### src/sac_pkg.sv
// Overview of operation
// gain upper byte at index 04, reset FC
// gain lower nibble at index 07, bits 7-4
// extra gain bit adds one sixty-fourth
// five-bit selector routes pins, sensor, supply, ground
// selector top three bits read zero
// conversion clock is source over divider+1
// repeat field sums 1, 4, 8, 16
// burst series needs one trigger only
// right justified sum, zero upper bits
// left justified 12 bits, low nibble zero
// software keeps right justify when repeating
// enable bit off means converter shut down
// busy high converting, completion on busy fall
// busy write 1 starts only in mode 00
// start mode picks soft, timers, pin edge
// window flag sticky until software clears
// burst without enable powers up per trigger
// burst with enable stays powered always
// tracking mode post, pre or dual
// post-track 2..16 conversion clocks plus two
// window compares result against both limits
// greater-than high byte resets to FF
// gain index via high byte, value via low
// gain word over 4096 plus extra step
// extra gain bit set after reset
// inside strictly between, outside beyond limits
// completion flag cleared only by software
package sac_pkg;
  localparam logic [7:0] ADDR_TRK    = 8'hBA;
  localparam logic [7:0] ADDR_MUX    = 8'hBB;
  localparam logic [7:0] ADDR_CFG    = 8'hBC;
  localparam logic [7:0] ADDR_RES_LO = 8'hBD;
  localparam logic [7:0] ADDR_RES_HI = 8'hBE;
  localparam logic [7:0] ADDR_GT_LO  = 8'hC2;
  localparam logic [7:0] ADDR_GT_HI  = 8'hC4;
  localparam logic [7:0] ADDR_LT_LO  = 8'hC5;
  localparam logic [7:0] ADDR_LT_HI  = 8'hC6;
  localparam logic [7:0] ADDR_CTL    = 8'hF8;
  localparam logic [7:0] GAIN_IDX_UPPER = 8'h04;
  localparam logic [7:0] GAIN_IDX_LOWER = 8'h07;
  localparam logic [7:0] GAIN_IDX_EXTRA = 8'h08;

  localparam logic [7:0]  TRK_RESET        = 8'hFF;
  localparam logic [4:0]  MUX_RESET        = 5'h1F;
  localparam logic [7:0]  CFG_RESET        = 8'hF8;
  localparam logic [7:0]  CTL_RESET        = 8'h00;
  localparam logic [15:0] GT_RESET         = 16'hFFFF;
  localparam logic [15:0] LT_RESET         = 16'h0000;
  localparam logic [7:0]  GAIN_UPPER_RESET = 8'hFC;
  localparam logic [3:0]  GAIN_LOWER_RESET = 4'h0;
  localparam logic        GAIN_EXTRA_RESET = 1'b1;

  localparam int CTL_EN = 7;
  localparam int CTL_BURST = 6;
  localparam int CTL_INT = 5;
  localparam int CTL_BUSY = 4;
  localparam int CTL_WINT = 3;
  localparam int CTL_LJST = 2;
  localparam int CTL_CM_MSB = 1;
  localparam int CFG_SC_MSB = 7;
  localparam int CFG_SC_LSB = 3;
  localparam int CFG_RPT_MSB = 2;
  localparam int CFG_RPT_LSB = 1;
  localparam int CFG_GAIN_PROG = 0;
  localparam int TRK_PWR_MSB = 7;
  localparam int TRK_PWR_LSB = 4;
  localparam int TRK_TM_MSB = 3;
  localparam int TRK_TM_LSB = 2;
  localparam int TRK_TK_MSB = 1;

  localparam logic [1:0] CM_SOFT = 2'b00;
  localparam logic [1:0] CM_TMR1 = 2'b01;
  localparam logic [1:0] CM_PIN  = 2'b10;
  localparam logic [1:0] CM_TMR2 = 2'b11;
  localparam logic [1:0] TM_POST = 2'b01;
  localparam logic [1:0] TM_PRE  = 2'b10;
  localparam logic [4:0] MUX_TEMP   = 5'h18;
  localparam logic [4:0] MUX_SUPPLY = 5'h19;

  localparam int CLK_PERIOD_NS = 25;
  localparam int PWRUP_STEP_NS = 200;
  localparam int PWRUP_STEP_CYC = (PWRUP_STEP_NS + CLK_PERIOD_NS - 1) / CLK_PERIOD_NS;
  localparam logic [7:0] POST_TRACK_SRC_CYC = 8'd2;
  localparam logic [7:0] POST_TRACK_BASE = 8'd2;

  typedef enum logic [2:0] {ST_IDLE, ST_POWERUP, ST_TRACK, ST_SRC_WAIT, ST_CONVERT} sac_state_t;

  typedef struct packed {
    logic [7:0] addr;
    logic       wr;
    logic       rd;
    logic [7:0] wdata;
  } sac_sfr_req_t;

  typedef struct packed {
    logic       power_on;
    logic       track_en;
    logic       start;
    logic       sar_tick;
    logic       pin_sel;
    logic [3:0] pin;
    logic       temp_sel;
    logic       supply_sel;
    logic       gnd_sel;
  } sac_conv_ctl_t;

  typedef struct packed {
    logic [11:0] word;
    logic        extra;
  } sac_gain_t;
endpackage : sac_pkg

### src/sac_ctrl.sv
`timescale 1ns/1ps
`default_nettype none
module sac_ctrl
  import sac_pkg::*;
(
  input  wire logic          clk,
  input  wire logic          rst_b,
  input  wire logic          ce,
  input  wire sac_sfr_req_t  sfr,
  output logic [7:0]         sfr_rdata,
  input  wire logic          timer1_ovf,
  input  wire logic          timer2_ovf,
  input  wire logic          external_convert_start_pin,
  input  wire logic          burst_osc_tick,
  input  wire logic          core_done,
  input  wire logic [11:0]   core_data,
  output sac_conv_ctl_t      conv_ctl,
  output sac_gain_t          gain
);

  function automatic logic [4:0] rpt_target(input logic [1:0] r);
    case (r)
      2'b00:   return 5'd1;
      2'b01:   return 5'd4;
      2'b10:   return 5'd8;
      default: return 5'd16;
    endcase
  endfunction : rpt_target

  function automatic logic [15:0] justify(input logic [15:0] sum, input logic left);
    return left ? {sum[11:0], 4'h0} : sum;
  endfunction : justify

  function automatic logic win_match(input logic [15:0] r, input logic [15:0] gt,
                                     input logic [15:0] lt);
    if (lt > gt)
      return (r > gt) && (r < lt);
    else
      return (r > gt) || (r < lt);
  endfunction : win_match

  logic [7:0]  trk_reg,      trk_next;
  logic [4:0]  mux_reg,      mux_next;
  logic [7:0]  cfg_reg,      cfg_next;
  logic [7:0]  ctl_reg,      ctl_next;
  logic [15:0] result_reg,   result_next;
  logic [15:0] gt_reg,       gt_next;
  logic [15:0] lt_reg,       lt_next;
  logic [7:0]  gup_reg,      gup_next;
  logic [3:0]  glo_reg,      glo_next;
  logic        gext_reg,     gext_next;
  logic [7:0]  gidx_reg,     gidx_next;
  sac_state_t  state_reg,    state_next;
  logic [7:0]  cnt_reg,      cnt_next;
  logic [4:0]  conv_cnt_reg, conv_cnt_next;
  logic [15:0] acc_reg,      acc_next;
  logic [4:0]  div_cnt_reg,  div_cnt_next;
  logic        sar_tick_reg, sar_tick_next;
  logic        start_reg,    start_next;
  logic        ext_prev_reg, ext_prev_next;
  logic [7:0]  rdata_reg,    rdata_next;

  logic        busy;
  logic        en;
  logic        burst;
  logic        src_tick;
  logic        trig;
  logic        done_evt;
  logic        wr_ctl;
  logic [15:0] sum;
  logic [7:0]  pwr_cycles;
  logic [7:0]  post_cycles;
  logic [1:0]  tm;

  assign busy   = (state_reg != ST_IDLE);
  assign en     = ctl_reg[CTL_EN];
  assign burst  = ctl_reg[CTL_BURST];
  assign tm     = trk_reg[TRK_TM_MSB:TRK_TM_LSB];
  assign wr_ctl = sfr.wr && (sfr.addr == ADDR_CTL);
  // source clock select
  assign src_tick = burst ? burst_osc_tick : 1'b1;
  // power-up length
  assign pwr_cycles = 8'(({4'h0, trk_reg[TRK_PWR_MSB:TRK_PWR_LSB]} + 8'd1) * PWRUP_STEP_CYC);
  // post-track length
  assign post_cycles = 8'(POST_TRACK_BASE << trk_reg[TRK_TK_MSB:0]);

  always_comb
  begin
    trig = 1'b0;
    // trigger source
    unique case (ctl_reg[CTL_CM_MSB:0])
      // soft start
      CM_SOFT: trig = wr_ctl && sfr.wdata[CTL_BUSY];
      CM_TMR1: trig = timer1_ovf;
      CM_PIN:  trig = external_convert_start_pin && !ext_prev_reg;
      CM_TMR2: trig = timer2_ovf;
    endcase
  end

  always_comb
  begin
    trk_next      = trk_reg;
    mux_next      = mux_reg;
    cfg_next      = cfg_reg;
    ctl_next      = ctl_reg;
    result_next   = result_reg;
    gt_next       = gt_reg;
    lt_next       = lt_reg;
    gup_next      = gup_reg;
    glo_next      = glo_reg;
    gext_next     = gext_reg;
    gidx_next     = gidx_reg;
    state_next    = state_reg;
    cnt_next      = cnt_reg;
    conv_cnt_next = conv_cnt_reg;
    acc_next      = acc_reg;
    div_cnt_next  = div_cnt_reg;
    sar_tick_next = 1'b0;
    ext_prev_next = external_convert_start_pin;
    rdata_next    = rdata_reg;
    done_evt      = 1'b0;
    sum           = acc_reg + {4'h0, core_data};

    // conversion clock divider
    if (src_tick)
    begin
      if (div_cnt_reg >= cfg_reg[CFG_SC_MSB:CFG_SC_LSB])
      begin
        div_cnt_next  = 5'd0;
        sar_tick_next = 1'b1;
      end
      else
        div_cnt_next = 5'(div_cnt_reg + 5'd1);
    end

    if (sfr.wr)
    begin
      unique case (sfr.addr)
        ADDR_TRK:    trk_next = sfr.wdata;
        // top bits dropped
        ADDR_MUX:    mux_next = sfr.wdata[4:0];
        ADDR_CFG:    cfg_next = sfr.wdata;
        ADDR_RES_LO:
        begin
          // indirect gain data
          if (cfg_reg[CFG_GAIN_PROG])
          begin
            // upper gain byte
            if (gidx_reg == GAIN_IDX_UPPER)
              gup_next = sfr.wdata;
            // lower gain nibble
            if (gidx_reg == GAIN_IDX_LOWER)
              glo_next = sfr.wdata[7:4];
            // extra step bit
            if (gidx_reg == GAIN_IDX_EXTRA)
              gext_next = sfr.wdata[0];
          end
          else
            result_next[7:0] = sfr.wdata;
        end
        ADDR_RES_HI:
        begin
          // indirect gain index
          if (cfg_reg[CFG_GAIN_PROG])
            gidx_next = sfr.wdata;
          else
            result_next[15:8] = sfr.wdata;
        end
        ADDR_GT_LO:  gt_next[7:0] = sfr.wdata;
        // limit high byte
        ADDR_GT_HI:  gt_next[15:8] = sfr.wdata;
        ADDR_LT_LO:  lt_next[7:0] = sfr.wdata;
        ADDR_LT_HI:  lt_next[15:8] = sfr.wdata;
        // busy bit is never stored; it reflects the sequencer
        ADDR_CTL:    ctl_next = sfr.wdata & ~(8'h01 << CTL_BUSY);
        default:     ;
      endcase
    end

    unique case (state_reg)
      ST_IDLE:
      begin
        // shutdown ignores triggers
        if (trig && (en || burst))
        begin
          // power up first
          if (burst && !en && (conv_cnt_reg == 5'd0))
            state_next = ST_POWERUP;
          // pre-tracking skips post-track
          else if (tm == TM_PRE)
            state_next = ST_CONVERT;
          else
            state_next = ST_TRACK;
        end
      end
      ST_POWERUP:
      begin
        cnt_next = 8'(cnt_reg + 8'd1);
        if (8'(cnt_reg + 8'd1) >= pwr_cycles)
          state_next = (tm == TM_PRE) ? ST_CONVERT : ST_TRACK;
      end
      ST_TRACK:
      begin
        // conversion clock part
        if (sar_tick_reg)
        begin
          cnt_next = 8'(cnt_reg + 8'd1);
          if (8'(cnt_reg + 8'd1) >= post_cycles)
            state_next = ST_SRC_WAIT;
        end
      end
      ST_SRC_WAIT:
      begin
        // source clock part
        if (src_tick)
        begin
          cnt_next = 8'(cnt_reg + 8'd1);
          if (8'(cnt_reg + 8'd1) >= POST_TRACK_SRC_CYC)
            state_next = ST_CONVERT;
        end
      end
      ST_CONVERT:
      begin
        if (core_done)
        begin
          // repeat accumulation
          if (5'(conv_cnt_reg + 5'd1) >= rpt_target(cfg_reg[CFG_RPT_MSB:CFG_RPT_LSB]))
          begin
            // justification
            result_next   = justify(sum, ctl_reg[CTL_LJST]);
            done_evt      = 1'b1;
            acc_next      = 16'h0000;
            conv_cnt_next = 5'd0;
            state_next    = ST_IDLE;
          end
          else
          begin
            acc_next      = sum;
            conv_cnt_next = 5'(conv_cnt_reg + 5'd1);
            // burst self-timed series
            if (burst)
              state_next = (tm == TM_PRE) ? ST_CONVERT : ST_TRACK;
            else
              state_next = ST_IDLE;
          end
        end
      end
      default: state_next = ST_IDLE;
    endcase

    if (state_next != state_reg)
      cnt_next = 8'd0;
    start_next = (state_next == ST_CONVERT) && ((state_reg != ST_CONVERT) || core_done);

    // completion flag, set wins
    if (done_evt)
      ctl_next[CTL_INT] = 1'b1;
    // window flag, set wins
    if (done_evt && win_match(result_next, gt_reg, lt_reg))
      ctl_next[CTL_WINT] = 1'b1;

    if (sfr.rd)
    begin
      unique case (sfr.addr)
        ADDR_TRK:    rdata_next = trk_reg;
        // top bits read zero
        ADDR_MUX:    rdata_next = {3'h0, mux_reg};
        ADDR_CFG:    rdata_next = cfg_reg;
        ADDR_RES_LO: rdata_next = result_reg[7:0];
        ADDR_RES_HI: rdata_next = result_reg[15:8];
        ADDR_GT_LO:  rdata_next = gt_reg[7:0];
        ADDR_GT_HI:  rdata_next = gt_reg[15:8];
        ADDR_LT_LO:  rdata_next = lt_reg[7:0];
        ADDR_LT_HI:  rdata_next = lt_reg[15:8];
        // busy readback
        ADDR_CTL:    rdata_next = ctl_reg | ({7'h00, busy} << CTL_BUSY);
        default:     rdata_next = 8'h00;
      endcase
    end
  end

  always_ff @(posedge clk or negedge rst_b)
  begin
    if (!rst_b)
    begin
      trk_reg      <= TRK_RESET;
      mux_reg      <= MUX_RESET;
      cfg_reg      <= CFG_RESET;
      ctl_reg      <= CTL_RESET;
      result_reg   <= 16'h0000;
      gt_reg       <= GT_RESET;
      lt_reg       <= LT_RESET;
      gup_reg      <= GAIN_UPPER_RESET;
      glo_reg      <= GAIN_LOWER_RESET;
      // extra bit reset
      gext_reg     <= GAIN_EXTRA_RESET;
      gidx_reg     <= 8'h00;
      state_reg    <= ST_IDLE;
      cnt_reg      <= 8'h00;
      conv_cnt_reg <= 5'h00;
      acc_reg      <= 16'h0000;
      div_cnt_reg  <= 5'h00;
      sar_tick_reg <= 1'b0;
      start_reg    <= 1'b0;
      ext_prev_reg <= 1'b0;
      rdata_reg    <= 8'h00;
    end
    else if (ce)
    begin
      trk_reg      <= trk_next;
      mux_reg      <= mux_next;
      cfg_reg      <= cfg_next;
      ctl_reg      <= ctl_next;
      result_reg   <= result_next;
      gt_reg       <= gt_next;
      lt_reg       <= lt_next;
      gup_reg      <= gup_next;
      glo_reg      <= glo_next;
      gext_reg     <= gext_next;
      gidx_reg     <= gidx_next;
      state_reg    <= state_next;
      cnt_reg      <= cnt_next;
      conv_cnt_reg <= conv_cnt_next;
      acc_reg      <= acc_next;
      div_cnt_reg  <= div_cnt_next;
      sar_tick_reg <= sar_tick_next;
      start_reg    <= start_next;
      ext_prev_reg <= ext_prev_next;
      rdata_reg    <= rdata_next;
    end
  end

  assign sfr_rdata = rdata_reg;
  // gain word to core
  assign gain.word  = {gup_reg, glo_reg};
  assign gain.extra = gext_reg;
  // power control
  assign conv_ctl.power_on = en || (burst && busy);
  // reserved tracking code behaves as dual
  assign conv_ctl.track_en = conv_ctl.power_on &&
                             ((state_reg == ST_TRACK) || (state_reg == ST_SRC_WAIT) ||
                              ((state_reg == ST_IDLE) && (tm != TM_POST)));
  assign conv_ctl.start    = start_reg;
  assign conv_ctl.sar_tick = sar_tick_reg;
  // input routing
  assign conv_ctl.pin_sel    = !mux_reg[4];
  assign conv_ctl.pin        = mux_reg[3:0];
  assign conv_ctl.temp_sel   = (mux_reg == MUX_TEMP);
  assign conv_ctl.supply_sel = (mux_reg == MUX_SUPPLY);
  // unlisted codes 10000-10111 also ground, safest default
  assign conv_ctl.gnd_sel    = mux_reg[4] && (mux_reg != MUX_TEMP) && (mux_reg != MUX_SUPPLY);

  logic [3:0] wd_hi;
  logic       wd_lo;
  logic       gwr;
  assign wd_hi = sfr.wdata[7:4];
  assign wd_lo = sfr.wdata[0];
  assign gwr   = ce && sfr.wr && (sfr.addr == ADDR_RES_LO) && cfg_reg[CFG_GAIN_PROG];

  AST_GAIN_UPPER_WRITE: assert property (@(posedge clk) disable iff (!rst_b)
    (gwr && gidx_reg == GAIN_IDX_UPPER) |=> gain.word[11:4] == $past(sfr.wdata))
    else $error("gain upper byte not written");
  AST_GAIN_LOWER_WRITE: assert property (@(posedge clk) disable iff (!rst_b)
    (gwr && gidx_reg == GAIN_IDX_LOWER) |=> gain.word[3:0] == $past(wd_hi))
    else $error("gain lower nibble not written");
  AST_GAIN_EXTRA_WRITE: assert property (@(posedge clk) disable iff (!rst_b)
    (gwr && gidx_reg == GAIN_IDX_EXTRA) |=> gain.extra == $past(wd_lo))
    else $error("extra gain bit not written");
  AST_MUX_READ_TOP: assert property (@(posedge clk) disable iff (!rst_b)
    (ce && sfr.rd && sfr.addr == ADDR_MUX) |=>
      (sfr_rdata[7:5] == 3'h0) && (sfr_rdata[4:0] == $past(mux_reg)))
    else $error("selector readback wrong");
  AST_BUSY_WRITE_START: assert property (@(posedge clk) disable iff (!rst_b)
    (ce && !busy && wr_ctl && sfr.wdata[CTL_BUSY] && ctl_reg[CTL_EN] &&
     ctl_reg[CTL_CM_MSB:0] == CM_SOFT) |=> busy)
    else $error("soft start did not start");
  AST_COMPLETE_ON_DONE: assert property (@(posedge clk) disable iff (!rst_b)
    (ce && done_evt) |=> (ctl_reg[CTL_INT] && !busy))
    else $error("completion flag not set at end");
  AST_COMPLETE_STICKY: assert property (@(posedge clk) disable iff (!rst_b)
    (ctl_reg[CTL_INT] && !wr_ctl) |=> ctl_reg[CTL_INT])
    else $error("completion flag cleared by itself");
  AST_WINDOW_STICKY: assert property (@(posedge clk) disable iff (!rst_b)
    (ctl_reg[CTL_WINT] && !wr_ctl) |=> ctl_reg[CTL_WINT])
    else $error("window flag cleared by itself");
  AST_LEFT_LOW_ZERO: assert property (@(posedge clk) disable iff (!rst_b)
    (ce && done_evt && ctl_reg[CTL_LJST]) |=> result_reg[3:0] == 4'h0)
    else $error("left justified low nibble not zero");
  AST_POWER_FOLLOWS_EN: assert property (@(posedge clk) disable iff (!rst_b)
    (!burst || en) |-> (conv_ctl.power_on == en))
    else $error("power does not follow enable");

endmodule : sac_ctrl
`default_nettype wire

### config.mk
export PLATFORM = sky130hd
export DESIGN_NAME = sac_ctrl
export DESIGN_NICKNAME = d
export VERILOG_FILES = /design/src/sac_pkg.sv /design/src/sac_ctrl.sv
export SDC_FILE = /design/constraint.sdc
export NUM_CORES = 1
export LEC_CHECK = 0
export BUFFER_PORTS_ARGS = -buffer_cell sky130_fd_sc_hd__buf_2
export CORE_UTILIZATION = 30
export CTS_CLUSTER_DIAMETER = 150
export DETAILED_ROUTE_END_ITERATION = 10
export PLACE_DENSITY = 0.42
export SETUP_SLACK_MARGIN = 0.4
export SLEW_MARGIN = 30
export SYNTH_ARGS = -nofsm -noshare
export SYNTH_HDL_FRONTEND = slang
export SYNTH_SLANG_ARGS = --single-unit
### constraint.sdc
create_clock -name clk -period 7.63 [get_ports clk]
set_input_delay 0.763 -clock clk [delete_from_list [all_inputs] [get_ports clk]]
set_output_delay 0.763 -clock clk [all_outputs]
set_load 0.01 [all_outputs]
==> impl_metrics.toml <==
[outcome]
status = "completed"

[clocking]
clk_latency_ps = 440
cts.sinks = 145
clk_pin_slew_ps = 80
cts_hold_buf = 0
cts_buffers = 17
cts_resized = 0
cts_tree = "built"
clockBufferDepth = 2
cts_root_buffer = "clkbuf_16"
cts_setup_buffers = 0
htreeDepth = 4

[global_routing]
grt_remaining_overflow = 0
antenna_found_initial = 1
gr-usage-all-layers_pct = 19.51
grt_pass1_wl_um = 48470
grt_pass1_vias = 7737
grt_start_max_net_pins = 76

[synth]
synthFlopType = "dfrtp_1"
syn_nets = 1143
ys_ff_latch = 145
synth.distinct_cells = 76
syn_area_um2 = 9724
avgSynthCellArea_um2 = 9.524
synth_top_family_by_area = "compound AO/OA/AOI/OAI gates"
synthXorXnorAreaFrac_pct = 2.702
synth-edff-count = 0
synthTopCellsByArea = "dfrtp_1 (27%), dfstp_2 (11%), ha_1 (11%)"
postSynth.asyncResetShare_pct = 100.0
synth_top_area_share_pct = 26.76
synth_mux_area_share_pct = 11.79
synth_common_cells = "nand2_1 (118), dfrtp_1 (104), ha_1 (83), o21ai_0 (77), mux2_2 (70)"
synth.most_common_cell = "nand2_1"
synth-seq-area-share_pct = 37.84
synthSimpleGateAreaFrac_pct = 14.46
synth_compound_area_share_pct = 17.72
ys_warn_count = 0
syn_inst = 1021
synth_top_area_cell = "dfrtp_1"
yosys.area_share.adder_pct = 10.89

[worst_setup_path]
critPathMaxStageDelay_ps = 570
end_kind = "register"
crit_buf_inv = 0
setup.worst_path.start_class = "register"
cp_slowest_cell = "nand2_1"
cpMostUsedCell = "ha_1"
crit_arrival_ps = 4860
required_ps = 7950
crit_chain = "ha_1 -> nand3_1 -> xnor2_1 -> ha_1 -> nand2_1 -> o21ai_1 -> nand2_1 -> mux2_2 -> ha_1 -> nand4_1 -> or2_2 -> nor3_1 -> or2_2 -> o22ai_1 -> o31ai_1 -> nand3_1"
critPathMaxFanout = 18
crit_type = "register to register"
crit_family = "simple AND/OR/NAND/NOR gates"

[drt]
wl_um = 31160
first_iter_violations = 389
drtAntennaViolNets = 0
drt_pass1_iterations = 5
wl_per_cell_um = 20.98
via_count = 7772
drc_errors = 0
vias_per_cell = 5.234

[place]
placed_area_um2 = 10440
gp_congestion = 0.8343
dp_hpwl_um = 23050
port_buffers = 70
dp_cells = 1453

[timing]
worst_slew_pin_slew_ps = 841.4
setup_viol = 0
rsz0062_at_grt = "false"
fin_crit_sh_pct = 59.53
max_freq_ghz = 0.2202
relSlewSlack_pct = 43.77
layout_min_cycle_time_ps = 4542
slew_violations = 0
setup-tns-final_ps = 0
hold_viol_final = 0
final.setup_skew_ps = 16.27

[final_layout]
fillCellCount = 3270
postLayoutCellArea_um2 = 11010
drive_gt1_share_pct = 22.44
instances_no_fill = 1485
nNetsFinal = 1192
diodes = 0
area_growth_pct = 13.25

[floorplanning]
design.die.area_um2 = 33140
rows = 65
dieHeight_um = 182.0
start_util_pct = 30.66
die_width_um = 182.0
pin_count = 71
core_area_um2 = 31720

[power]
leakage_nw = 5.260
power_density_nw_per_um2 = 222.4
power.total_mw = 2.450
vdd_drop_max_mv = 0.1472

[worst_hold_path]
hold_path.class = "primary input to asynchronous set/reset pin"

[run]
cap_viol_max_count = 0
## metrics by stage
| stage | hold WS [ps] | worst slack, ps | utilization (%) |
|---|---|---|---|
| global route | 426.6 | 2608 | 34.72 |
| global placement | 465.3 | 2831 | 32.90 |
| CTS | 400.8 | 3086 | 34.71 |
| detailed placement | 470.9 | 2793 | 32.91 |
| finish | 373.0 | 3088 | 34.72 |
| floorplan | 452.6 | 3390 | - |
## final cells by class
class / instances / area (um2) / area share (%)
inverter: 60 / 225.2 / 2.045
clock inverter: 13 / 117.6 / 1.068
sequential: 145 / 3680 / 33.41
timing repair buffer: 78 / 420.4 / 3.817
multi-input combinational: 768 / 5614 / 50.98
tap: 402 / 503.0 / 4.567
clock buffer: 19 / 452.9 / 4.113
## where the power goes
part,internal (mW),switching [mW],leakage [nW]
sequential,0.842,0.0935,1.81
combinational,0.276,0.394,3.17
clock,0.448,0.395,0.284
total,1.57,0.883,5.26
## routing by layer
metal / part of all wire (%) / GRT usage (%)
met4: 1.5 / 5.176
met5: 0.042 / 0
met3: 3.0 / 3.189
met2: 46 / 31.30
met1: 49 / 27.09
## final timing paths
kind	start	endpoint	slack (ps)	depth (start not counted)
min reg2reg	sfr_rdata[6]	sfr_rdata[6]	480	1
max in group asynchronous	rst_b	lt_reg[7]	6050	2
min	rst_b	lt_reg[9]	370	1
max reg2reg	conv_cnt_reg[0]	ctl_reg[3]	3090	16
min in group clk	sfr_rdata[6]	sfr_rdata[6]	480	1
max	conv_cnt_reg[0]	ctl_reg[3]	3090	16
## cell families (layout without fill, tap and decap cells)
group	after synthesis	count (layout)
compound gates	253	253
flops	145	145
xor+xnor	30	30
buf+inv	108	170
simple gates	297	297
mux	104	104
fa+ha+maj	84	84
## cell usage in the layout, fill, tap and decap left out, types with 26 or more instances in the layout
master	netlist	layout
a21o_1	26	26
a21oi_1	44	44
buf_2	4	69
dfrtp_1	104	104
dfstp_2	41	41
ha_1	83	83
inv_1	58	58
mux2_2	70	70
mux2i_1	32	32
nand2_1	118	118
nor2_1	57	57
o21ai_0	77	77
Note: power is estimated with default switching activity, not from simulation.
